==> config.mk <==
export PLATFORM = sky130hd
export DESIGN_NAME = acd_top
export DESIGN_NICKNAME = d
export VERILOG_FILES = /design/src/logic/acd_pkg.sv /design/src/logic/acd_top.sv
export SDC_FILE = /design/constraint.sdc
export NUM_CORES = 1
export LEC_CHECK = 0
export BUFFER_PORTS_ARGS = -buffer_cell sky130_fd_sc_hd__buf_2
export CAP_MARGIN = 15
export CORE_ASPECT_RATIO = 1.4
export CORE_MARGIN = 2
export CORE_UTILIZATION = 50
export CTS_CLUSTER_SIZE = 20
export DETAILED_ROUTE_END_ITERATION = 10
export GPL_TIMING_DRIVEN = 0
export PLACE_DENSITY = 0.7
export SLEW_MARGIN = 15
export SYNTH_ARGS = -nofsm -noshare
export SYNTH_HDL_FRONTEND = slang
export SYNTH_SLANG_ARGS = --single-unit
==> constraint.sdc <==
create_clock -name CORE_CLK -period 5.5 [get_ports CORE_CLK]
set_clock_uncertainty 0.05 [all_clocks]
set_input_delay 0.55 -clock CORE_CLK [delete_from_list [all_inputs] [get_ports CORE_CLK]]
set_output_delay 0.55 -clock CORE_CLK [all_outputs]
set_load 0.01 [all_outputs]
==> src/logic/acd_pkg.sv <==
package acd_pkg;
   // register indices; byte address is four times the index
   localparam logic [7:0] IDX_PRI_LOW = 8'h3c;
   localparam logic [7:0] IDX_SEC_LOW = 8'h3d;
   localparam logic [7:0] IDX_ANALOG = 8'h3e;
   localparam logic [7:0] IDX_CORE_EN = 8'h44;
   localparam logic [7:0] IDX_PORT_EN = 8'h45;
   localparam logic [7:0] IDX_OUT_SRC = 8'h46;
   localparam logic [7:0] IDX_OUT_DIV = 8'h47;
   localparam logic [7:0] IDX_HIGH_BITS = 8'h3b;
   localparam logic [7:0] IDX_AUTO_CTRL = 8'h4f;
   localparam logic [7:0] IDX_STATUS = 8'h4e;
   // reset values
   localparam logic [7:0] RST_PRI_LOW = 8'h01;
   localparam logic [7:0] RST_SEC_LOW = 8'h01;
   localparam logic [7:0] RST_ANALOG = 8'h01;
   localparam logic [7:0] RST_CORE_EN = 8'h00;
   localparam logic [7:0] RST_PORT_EN = 8'h00;
   localparam logic [7:0] RST_OUT_SRC = 8'h00;
   localparam logic [7:0] RST_OUT_DIV = 8'h01;
   localparam logic [7:0] RST_HIGH_BITS = 8'h00;
   localparam logic [7:0] RST_AUTO_CTRL = 8'h00;
   // writable bit masks; read-only reserved bits stay zero
   localparam logic [7:0] MSK_ANALOG = 8'h3f;
   localparam logic [7:0] MSK_CORE_EN = 8'h07;
   localparam logic [7:0] MSK_OUT_SRC = 8'h07;
   localparam logic [7:0] MSK_HIGH_BITS = 8'h06;
   localparam logic [7:0] MSK_AUTO_CTRL = 8'h01;
   localparam logic [7:0] MSK_FULL = 8'hff;
   // field positions
   localparam int POS_N_EN = 2;
   localparam int POS_M_EN = 1;
   localparam int POS_PDM_EN = 0;
   localparam int POS_ADC_MOD_EN = 6;
   localparam int POS_DAC_MOD_EN = 4;
   localparam int POS_PRI_BCLK_EN = 3;
   localparam int POS_SEC_BCLK_EN = 2;
   localparam int POS_PRI_FRAME_EN = 1;
   localparam int POS_SEC_FRAME_EN = 0;
   localparam int POS_PRI_HIGH = 2;
   localparam int POS_SEC_HIGH = 1;
   localparam int POS_OUT_DIV_EN = 7;
   localparam int POS_AUTO_EN = 0;
   // divider ratio encodings
   localparam logic [9:0] BCLK_ZERO_RATIO = 10'h200;
   localparam logic [8:0] BCLK_ODD_CODE = 9'h03f;
   localparam logic [9:0] BCLK_ODD_RATIO = 10'h1ff;
   localparam logic [9:0] ANA_ZERO_RATIO = 10'h040;
   localparam logic [9:0] OUT_ZERO_RATIO = 10'h080;
   localparam logic [2:0] SRC_LAST_CODE = 3'h5;
   // divider slots
   localparam int NUM_DIV = 4;
   localparam int DIV_PRI = 0;
   localparam int DIV_SEC = 1;
   localparam int DIV_ANA = 2;
   localparam int DIV_OUT = 3;

   // bus slave states
   typedef enum logic {BUS_IDLE, BUS_ACK} acd_bus_e;

   // stage enables driven to the rest of the clock tree
   typedef struct packed {
      logic n_stage_enable;
      logic m_stage_enable;
      logic pulse_density_divider_enable;
      logic adc_modulator_divider_enable;
      logic dac_modulator_divider_enable;
      logic primary_frame_divider_enable;
      logic secondary_frame_divider_enable;
   } acd_stage_en_s;
endpackage

==> src/logic/acd_top.sv <==
// Our own choice: the Wishbone interface to the registers.
module acd_top #(
   parameter logic [9:0] AUTO_BCLK_RATIO = 10'h040,
   parameter logic [9:0] AUTO_ANA_RATIO = 10'h008
) (
   input wire logic CORE_CLK,
   input wire logic RESET,
   input wire logic WB_CYC_I,
   input wire logic WB_STB_I,
   input wire logic WB_WE_I,
   input wire logic [9:0] WB_ADR_I,
   input wire logic [3:0] WB_SEL_I,
   input wire logic [31:0] WB_DAT_I,
   output logic [31:0] WB_DAT_O,
   output logic WB_ACK_O,
   input wire logic [5:0] CLK_SOURCES,
   output logic PRIMARY_BCLK,
   output logic SECONDARY_BCLK,
   output logic ANALOG_CLK,
   output logic OUTPUT_CLK,
   output acd_pkg::acd_stage_en_s STAGE_ENABLES
);
   import acd_pkg::*;

   // configuration registers
   logic [7:0] pri_low_q, pri_low_d;
   logic [7:0] sec_low_q, sec_low_d;
   logic [7:0] analog_q, analog_d;
   logic [7:0] core_en_q, core_en_d;
   logic [7:0] port_en_q, port_en_d;
   logic [7:0] out_src_q, out_src_d;
   logic [7:0] out_div_q, out_div_d;
   logic [7:0] high_q, high_d;
   logic [7:0] auto_q, auto_d;
   // bus slave state
   acd_bus_e bus_q, bus_d;
   logic [31:0] rdat_q, rdat_d;
   acd_stage_en_s stage_q, stage_d;
   // divider state, one slot per divider
   logic [9:0] cnt_q [NUM_DIV];
   logic [9:0] cnt_d [NUM_DIV];
   logic run_q [NUM_DIV];
   logic run_d [NUM_DIV];
   logic out_q [NUM_DIV];
   logic out_d [NUM_DIV];
   logic [9:0] ratio [NUM_DIV];
   logic en_req [NUM_DIV];
   logic advance [NUM_DIV];
   // selected output source, previous sample for edge finding
   logic src_prev_q, src_prev_d;
   logic src_now;
   logic [7:0] index;
   logic req;
   logic wr_stb;

   assign index = WB_ADR_I[9:2];
   assign req = WB_CYC_I && WB_STB_I;
   // a write lands on the edge that the master sees ack
   assign wr_stb = req && WB_WE_I && (bus_q == BUS_ACK) && WB_SEL_I[0];

   // masked store of one byte, reserved read-only bits forced low
   function automatic logic [7:0] store(input logic [7:0] old,
                                        input logic [7:0] msk,
                                        input logic hit);
      store = hit ? (WB_DAT_I[7:0] & msk) : old;
   endfunction

   // bclk ratio from the joined nine-bit code
   function automatic logic [9:0] bclk_ratio(input logic hi,
                                             input logic [7:0] lo);
      logic [8:0] code;
      code = {hi, lo};
      if (code == 9'h000) begin
         bclk_ratio = BCLK_ZERO_RATIO;
      end else if (code == BCLK_ODD_CODE) begin
         bclk_ratio = BCLK_ODD_RATIO;
      end else begin
         bclk_ratio = {1'b0, code};
      end
   endfunction

   // register write decode
   always_comb begin
      pri_low_d = store(pri_low_q, MSK_FULL,
                        wr_stb && index == IDX_PRI_LOW);
      sec_low_d = store(sec_low_q, MSK_FULL,
                        wr_stb && index == IDX_SEC_LOW);
      analog_d = store(analog_q, MSK_ANALOG,
                       wr_stb && index == IDX_ANALOG);
      core_en_d = store(core_en_q, MSK_CORE_EN,
                        wr_stb && index == IDX_CORE_EN);
      port_en_d = store(port_en_q, MSK_FULL,
                        wr_stb && index == IDX_PORT_EN);
      out_src_d = store(out_src_q, MSK_OUT_SRC,
                        wr_stb && index == IDX_OUT_SRC);
      out_div_d = store(out_div_q, MSK_FULL,
                        wr_stb && index == IDX_OUT_DIV);
      high_d = store(high_q, MSK_HIGH_BITS,
                     wr_stb && index == IDX_HIGH_BITS);
      auto_d = store(auto_q, MSK_AUTO_CTRL,
                     wr_stb && index == IDX_AUTO_CTRL);
   end

   // configuration registers
   always_ff @(posedge CORE_CLK or posedge RESET) begin
      if (RESET) begin
         pri_low_q <= RST_PRI_LOW;
         sec_low_q <= RST_SEC_LOW;
         analog_q <= RST_ANALOG;
         core_en_q <= RST_CORE_EN;
         port_en_q <= RST_PORT_EN;
         out_src_q <= RST_OUT_SRC;
         out_div_q <= RST_OUT_DIV;
         high_q <= RST_HIGH_BITS;
         auto_q <= RST_AUTO_CTRL;
      end else begin
         pri_low_q <= pri_low_d;
         sec_low_q <= sec_low_d;
         analog_q <= analog_d;
         core_en_q <= core_en_d;
         port_en_q <= port_en_d;
         out_src_q <= out_src_d;
         out_div_q <= out_div_d;
         high_q <= high_d;
         auto_q <= auto_d;
      end
   end

   // bus answer: ack one cycle after the request, read data with it
   always_comb begin
      bus_d = BUS_IDLE;
      rdat_d = rdat_q;
      unique case (bus_q)
         BUS_IDLE: begin
            // wait for a fresh request
            if (req) begin
               bus_d = BUS_ACK;
               rdat_d = 32'h0000_0000;
               unique case (index)
                  IDX_PRI_LOW: rdat_d[7:0] = pri_low_q;
                  IDX_SEC_LOW: rdat_d[7:0] = sec_low_q;
                  IDX_ANALOG: rdat_d[7:0] = analog_q;
                  IDX_CORE_EN: rdat_d[7:0] = core_en_q;
                  IDX_PORT_EN: rdat_d[7:0] = port_en_q;
                  IDX_OUT_SRC: rdat_d[7:0] = out_src_q;
                  IDX_OUT_DIV: rdat_d[7:0] = out_div_q;
                  IDX_HIGH_BITS: rdat_d[7:0] = high_q;
                  IDX_AUTO_CTRL: rdat_d[7:0] = auto_q;
                  // live view of which dividers are running
                  IDX_STATUS: rdat_d[3:0] = {run_q[DIV_OUT],
                                             run_q[DIV_ANA],
                                             run_q[DIV_SEC],
                                             run_q[DIV_PRI]};
                  // unmapped: acked, reads zero, writes dropped
                  default: rdat_d = 32'h0000_0000;
               endcase
            end
         end
         BUS_ACK: begin
            // ack drops after one cycle, forcing an idle gap
            bus_d = BUS_IDLE;
         end
      endcase
   end

   // bus registers
   always_ff @(posedge CORE_CLK or posedge RESET) begin
      if (RESET) begin
         bus_q <= BUS_IDLE;
         rdat_q <= 32'h0000_0000;
      end else begin
         bus_q <= bus_d;
         rdat_q <= rdat_d;
      end
   end

   assign WB_ACK_O = (bus_q == BUS_ACK);
   assign WB_DAT_O = rdat_q;

   // stage enables toward the rest of the clock tree
   always_comb begin
      stage_d.n_stage_enable = core_en_q[POS_N_EN];
      stage_d.m_stage_enable = core_en_q[POS_M_EN];
      stage_d.pulse_density_divider_enable = core_en_q[POS_PDM_EN];
      stage_d.adc_modulator_divider_enable = port_en_q[POS_ADC_MOD_EN];
      stage_d.dac_modulator_divider_enable = port_en_q[POS_DAC_MOD_EN];
      stage_d.primary_frame_divider_enable = port_en_q[POS_PRI_FRAME_EN];
      stage_d.secondary_frame_divider_enable =
         port_en_q[POS_SEC_FRAME_EN];
   end

   // stage enable flops, one cycle behind the register
   always_ff @(posedge CORE_CLK or posedge RESET) begin
      if (RESET) begin
         stage_q <= '0;
      end else begin
         stage_q <= stage_d;
      end
   end

   assign STAGE_ENABLES = stage_q;

   // ratios and enables per divider
   always_comb begin
      // high bit joined above low byte
      ratio[DIV_PRI] = bclk_ratio(high_q[POS_PRI_HIGH], pri_low_q);
      ratio[DIV_SEC] = bclk_ratio(high_q[POS_SEC_HIGH], sec_low_q);
      ratio[DIV_ANA] = (analog_q[5:0] == 6'h00) ? ANA_ZERO_RATIO
                                                : {4'h0, analog_q[5:0]};
      if (auto_q[POS_AUTO_EN]) begin
         ratio[DIV_PRI] = AUTO_BCLK_RATIO;
         ratio[DIV_SEC] = AUTO_BCLK_RATIO;
         ratio[DIV_ANA] = AUTO_ANA_RATIO;
      end
      ratio[DIV_OUT] = (out_div_q[6:0] == 7'h00) ? OUT_ZERO_RATIO
                                                 : {3'h0, out_div_q[6:0]};
      en_req[DIV_PRI] = port_en_q[POS_PRI_BCLK_EN];
      en_req[DIV_SEC] = port_en_q[POS_SEC_BCLK_EN];
      // analog clock follows the M stage
      en_req[DIV_ANA] = core_en_q[POS_M_EN];
      en_req[DIV_OUT] = out_div_q[POS_OUT_DIV_EN];
   end

   // output clock source pick; reserved codes give no source
   always_comb begin
      if (out_src_q[2:0] <= SRC_LAST_CODE) begin
         src_now = CLK_SOURCES[out_src_q[2:0]];
      end else begin
         src_now = 1'b0;
      end
      src_prev_d = src_now;
   end

   // previous source level
   always_ff @(posedge CORE_CLK or posedge RESET) begin
      if (RESET) begin
         src_prev_q <= 1'b0;
      end else begin
         src_prev_q <= src_prev_d;
      end
   end

   // the output divider counts source rising edges, others core clocks
   assign advance[DIV_PRI] = 1'b1;
   assign advance[DIV_SEC] = 1'b1;
   assign advance[DIV_ANA] = 1'b1;
   assign advance[DIV_OUT] = src_now && !src_prev_q;

   // one counter per divider; high for the first half of each period
   generate
      for (genvar i = 0; i < NUM_DIV; i++) begin : g_div
         always_comb begin
            cnt_d[i] = cnt_q[i];
            run_d[i] = run_q[i];
            if (advance[i]) begin
               if (!run_q[i] || cnt_q[i] >= ratio[i] - 10'h001) begin
                  cnt_d[i] = 10'h000;
                  run_d[i] = en_req[i];
               end else begin
                  cnt_d[i] = cnt_q[i] + 10'h001;
               end
            end
            out_d[i] = run_d[i] &&
                       (cnt_d[i] < ((ratio[i] + 10'h001) >> 1));
         end

         // divider flops; a ratio drop mid-period wraps early
         always_ff @(posedge CORE_CLK or posedge RESET) begin
            if (RESET) begin
               cnt_q[i] <= 10'h000;
               run_q[i] <= 1'b0;
               out_q[i] <= 1'b0;
            end else begin
               cnt_q[i] <= cnt_d[i];
               run_q[i] <= run_d[i];
               out_q[i] <= out_d[i];
            end
         end
      end
   endgenerate

   assign PRIMARY_BCLK = out_q[DIV_PRI];
   assign SECONDARY_BCLK = out_q[DIV_SEC];
   assign ANALOG_CLK = out_q[DIV_ANA];
   assign OUTPUT_CLK = out_q[DIV_OUT];
endmodule

* Word level (Yosys, flattened, before mapping)
Cells that the tools add are included.
Storage, ports and cells: bits of input ports 57, logic and storage cells 122, register bits 112
Operators by class: bitwise logic cells 1, order comparisons 10, add/subtract/negate cells 12, equality and inequality tests 12, reductions and logical operators 32, muxes and demuxes 24
Operators by type and width (number):
- adder 10 x 1 -> 10 bit, second input constant | 7
- two-way mux 10 bit | 7
- equality test 8 x 7 -> 1 bit, second input constant | 6
- >= comparator 10 bit | 4
- one-hot mux 4 bit (10 select lines) | 1
- equality test 8 x 6 -> 1 bit, second input constant | 4
- < comparator 10 x 9 -> 1 bit | 3
- two-way mux 30 bit | 1
- subtractor 10 x 1 -> 10 bit, second input constant | 3
- one-hot mux 4 bit (5 select lines) | 1
- equality test 9 x 6 -> 1 bit, second input constant | 2
- logical AND 1 bit | 18
- zero test 9 bit | 2
- two-way mux 9 bit | 2
- < comparator 10 x 8 -> 1 bit | 1
- adder 8 x 1 -> 9 bit, second input constant | 1
- subtractor 8 x 1 -> 9 bit, second input constant | 1
- two-way mux 1 bit | 8
- two-way mux 8 bit | 1
- zero test 7 bit | 1
- two-way mux 7 bit | 1
- zero test 6 bit | 1
- zero test 1 bit | 5
- logical OR 1 bit | 4
- 6 further kinds | 6

* Depth between registers and ports, before layout
depth in word-level cells 10, gate-level depth with buffers 23, mapped depth without buffers 21

* Worst setup path before layout
No wires, ideal clock.
path kind reg2reg, start reg auto_q[0], end reg out_q (netlist bit SECONDARY_BCLK), path buffers 3, data required time 5.346 ns, stages on the path, launching flop included 24, arrival 4.581 ns, library setup time 0.104 ns, slack 0.765 ns, clock period less this slack 4.735 ns, path through dfrtp_1 clkbuf_1 inv_1 buf_1 nand2_1 ha_1 o21ai_0 nor2_1 a21oi_1 a21oi_1 o221ai_1 ha_1 nand4_1 o311a_1 o211ai_1 clkbuf_1 nor2_1 ha_1 a21o_1 a21o_1 a221oi_1 o21ai_0 or2_2 a221oi_1
RTL lines:
- from (decl) | RTL line acd_top.sv:34 | logic [7:0] auto_q, auto_d;
- from (signal assigned) | RTL line acd_top.sv:125 | auto_q <= auto_d;
- to (signal, indexed assignment) | RTL line acd_top.sv:276 | out_q[i] <= out_d[i];
- to (decl) | RTL line acd_top.sv:44 | logic out_q [NUM_DIV];

==> results by group <==
Status
  • Status: completed

Routing
  • ANT nets after route: 0
  • Via count: 6546
  • Met3 Wirelength: 621 µm
  • First drt pass iteration count: 5
  • Wirelength per Cell: 16.9 µm
  • Met1 Wirelength: 8.01 mm
  • Routed vias/inst: 5.61
  • Drt initial violations: 490
  • Routed WL: 19.7 mm
  • Met2 Routed Length: 10.3 mm
  • Top layer reached by signal wires: met4
  • DRC Markers: 0

Timing
  • Max Clk Rate: 193 MHz
  • Min Tclk post-route: 5.17 ns
  • Final Slew Violations: 0
  • Worst relative slew slack: 40.1%
  • Final setup viols: 0
  • Final period util: 94.0%
  • Final Hold Vio Count: 0
  • Fin Setup TNS: 0 ns
  • Slew @ Worst Pin: 0.890 ns

Global route
  • Largest net degree at the start of global routing: 78
  • Global-route wire length before repair: 32.2 mm
  • Grt ovf: 0
  • Overall Global Routing Usage: 23.4%
  • Initial antenna violation count: 0
  • Vias in the first global route: 6410

Clocking
  • Hold_buf cts: 0
  • Worst-skew pair later-pin latency: 0.36 ns
  • CTS tree: built
  • TritonCTS Buffers: 9
  • CTS root buffer: clkbuf_16
  • CTS Sinks: 112
  • H-tree levels: 3
  • Max Buffers Root-to-Sink: 2
  • CTS clk-pin slew, worst paths: 0.07 ns

Floorplan
  • Die X: 111 µm
  • Initial Util: 51.4%
  • Die height: 154 µm
  • Ports: 101
  • CORE AREA: 15700 µm²
  • Die area: 17200 µm²
  • FP Rows: 54

Final layout
  • Ant. Diodes: 0
  • Fin nets: 1103
  • Fill count: 1453
  • Finished layout cell area: 8990 µm²
  • Area Growth Syn to Fin: 11.6%
  • Layout cells sized above 1: 18.2%

Yosys
  • Number of enable flip-flop cells after synthesis: 0
  • Synthesized flop and latch total: 112
  • Syn Area/Cell: 9.20 µm²
  • Synth top area cells: dfrtp_1 34%, ha_1 13%, mux2_2 7.0%
  • Cell Area, Synth: 8060 µm²
  • Synth cell types: 69
  • Dominant synthesized flop cell: dfrtp_1
  • Post-synth top area cell: dfrtp_1
  • Share of Yosys cell area claimed by the top area cell type: 33.5%
  • Synth warn: 0
  • Register area share after synthesis: 34.8%
  • Mapped Cells: 876
  • Post-synth ARST share: 100%

Critical path
  • Setup crit start kind: flip-flop
  • Worst Path Required: 5.70 ns
  • Critical Path Sink Type: flip-flop
  • Worst-path maximum fanout: 10
  • Crit path DAT: 5.37 ns
  • Critical path class: flip-flop to flip-flop

Placement
  • DP Area: 8680 µm²
  • Port Buf Inserts: 47
  • GPL Wtd Cong: 0.920
  • Hpwl dp: 15.1 mm

Power and ir drop
  • Peak supply drop: 0.145 mV
  • Pwr per Cell Area: 194 nW/µm²
  • Leakage power: 4.42 nW

Min path
  • Path category of the worst min-delay check: input port to asynchronous set/reset pin

Flow run
  • Max-cap violations: 0
cell type report:
class	instances	area (µm²)	area share, %
Buffer	61	348	3.87
Clock buffer	11	243	2.70
Clock inverter	5	47.5	0.529
Inverter	25	98.8	1.10
Multi-Input combinational cell	707	4930	54.8
Sequential cell	112	2810	31.2
Tap cell	196	245	2.73
Timing Repair Buffer	49	270	3.01
layout by cell type (no fill, tap or decap), types with 34 or more instances in the layout:
cell type    n
o21ai_0     40
buf_2       56
dfrtp_1    107
nand2_1     87
nor2_1      80
ha_1        81
mux2_2      50
xnor2_1     43
a21oi_1     34
nand3_1     42
synth_stat cells (all sizes together) (3+ instances only):
| cell | n |
|---|---|
| a22oi | 6 |
| and2 | 4 |
| mux2i | 4 |
| nor2b | 11 |
| a31oi | 6 |
| or2 | 3 |
| o21a | 4 |
| mux2 | 50 |
| o211ai | 4 |
| clkbuf | 26 |
| nor2 | 81 |
| a211oi | 5 |
| o21ai | 40 |
| nor4 | 10 |
| a21oi | 35 |
| a22o | 10 |
| nor3b | 6 |
| nand3 | 42 |
| xnor2 | 43 |
| ha | 81 |
| dfrtp | 108 |
| inv | 25 |
| and3 | 10 |
| buf | 36 |
| nand2 | 90 |
| a221oi | 7 |
| nor3 | 23 |
| xor2 | 20 |
| dfstp | 4 |
| nand4 | 14 |
| nand2b | 13 |
| a21o | 15 |
flip-flops by register name, indices dropped and copies added, names as in the netlist, 3 cells and up:
register       count
sec_low_q          8
out_div_q          8
pri_low_q          8
WB_DAT_O           8
out_src_q          3
port_en_q          8
run_q              4
core_en_q          3
STAGE_ENABLES      7
cnt_q             40
analog_q           6
timing repair:
action                                  CTS  global route
endpoints found under the setup margin    2             3
gates resized for setup                   3             5
setup buffers                             0             1
routing by layer:
layer | vias to the layer above | global-route usage, %
met2 | 150 | 41.7
li1 | 3259 | -
met1 | 3097 | 28.1
met5 | - | 0
met3 | 40 | 2.59
met4 | 0 | 11.5
cell families after synthesis:
family          count (synthesis)  synth area share, %
flops                         112                 34.8
buf+inv                        87                 5.43
mux                            56                 8.04
compound gates                156                 12.8
simple gates                  319                 19.4
fa+ha+maj                      81                 12.6
xor+xnor                       63                 6.85
other cells                     2               0.0932
final timing paths:
check	cells past startpoint	endpoint	start	slack [ns]
max reg2reg	22	SECONDARY_BCLK	auto_q[0]	0.33
max in group asynchronous	3	sec_low_q[0]	RESET	4.55
min	2	cnt_q[22]	RESET	0.13
min reg2reg	0	STAGE_ENABLES[2]	port_en_q[4]	0.38
min in group CORE_CLK	0	STAGE_ENABLES[2]	port_en_q[4]	0.38
max	22	SECONDARY_BCLK	auto_q[0]	0.33
power by group:
part / total, mW / internal, mW / switching, mW / leakage (nW)
combinational: 0.212 / 0.0833 / 0.129 / 2.75
clock: 0.665 / 0.330 / 0.335 / 0.140
sequential: 0.870 / 0.844 / 0.0267 / 1.52
through the flow:
| stage | setup slack, ns | total power, mW | instances | utilization (%) | hold WS, ns |
|---|---|---|---|---|---|
| 2_1_floorplan | 0.765 | 1.02 | 906 | - | 0.314 |
| 3_3_place_gp | -0.550 | 1.09 | 1149 | 55.2 | 0.372 |
| 3_5_place_dp | -0.661 | 1.10 | 1150 | 55.4 | 0.361 |
| 4_1_cts | 0.0889 | 1.76 | 1165 | 57.3 | 0.139 |
| 5_1_grt | -0.000295 | 1.82 | 1166 | 57.4 | 0.151 |
| 6_report | 0.331 | 1.75 | 1166 | 57.4 | 0.127 |
critical path, cell delays in order (launching register included):
cell and delay (ns):
dfrtp_2 0.42, inv_1 0.16, clkbuf_4 0.25, nand2_1 0.14, ha_1 0.27, o21ai_0 0.19, nor2_1 0.22, a21oi_1 0.06
a21oi_1 0.11, o221ai_1 0.14, ha_1 0.32, nand4_1 0.12, o311a_1 0.38, o211ai_1 0.18, clkbuf_4 0.29, nor2_1 0.09
ha_1 0.31, a21o_1 0.16, a21o_1 0.18, a221oi_1 0.32, o21ai_0 0.12, or2_2 0.28, a221oi_1 0.28
Power figures use the tool's default switching activity.
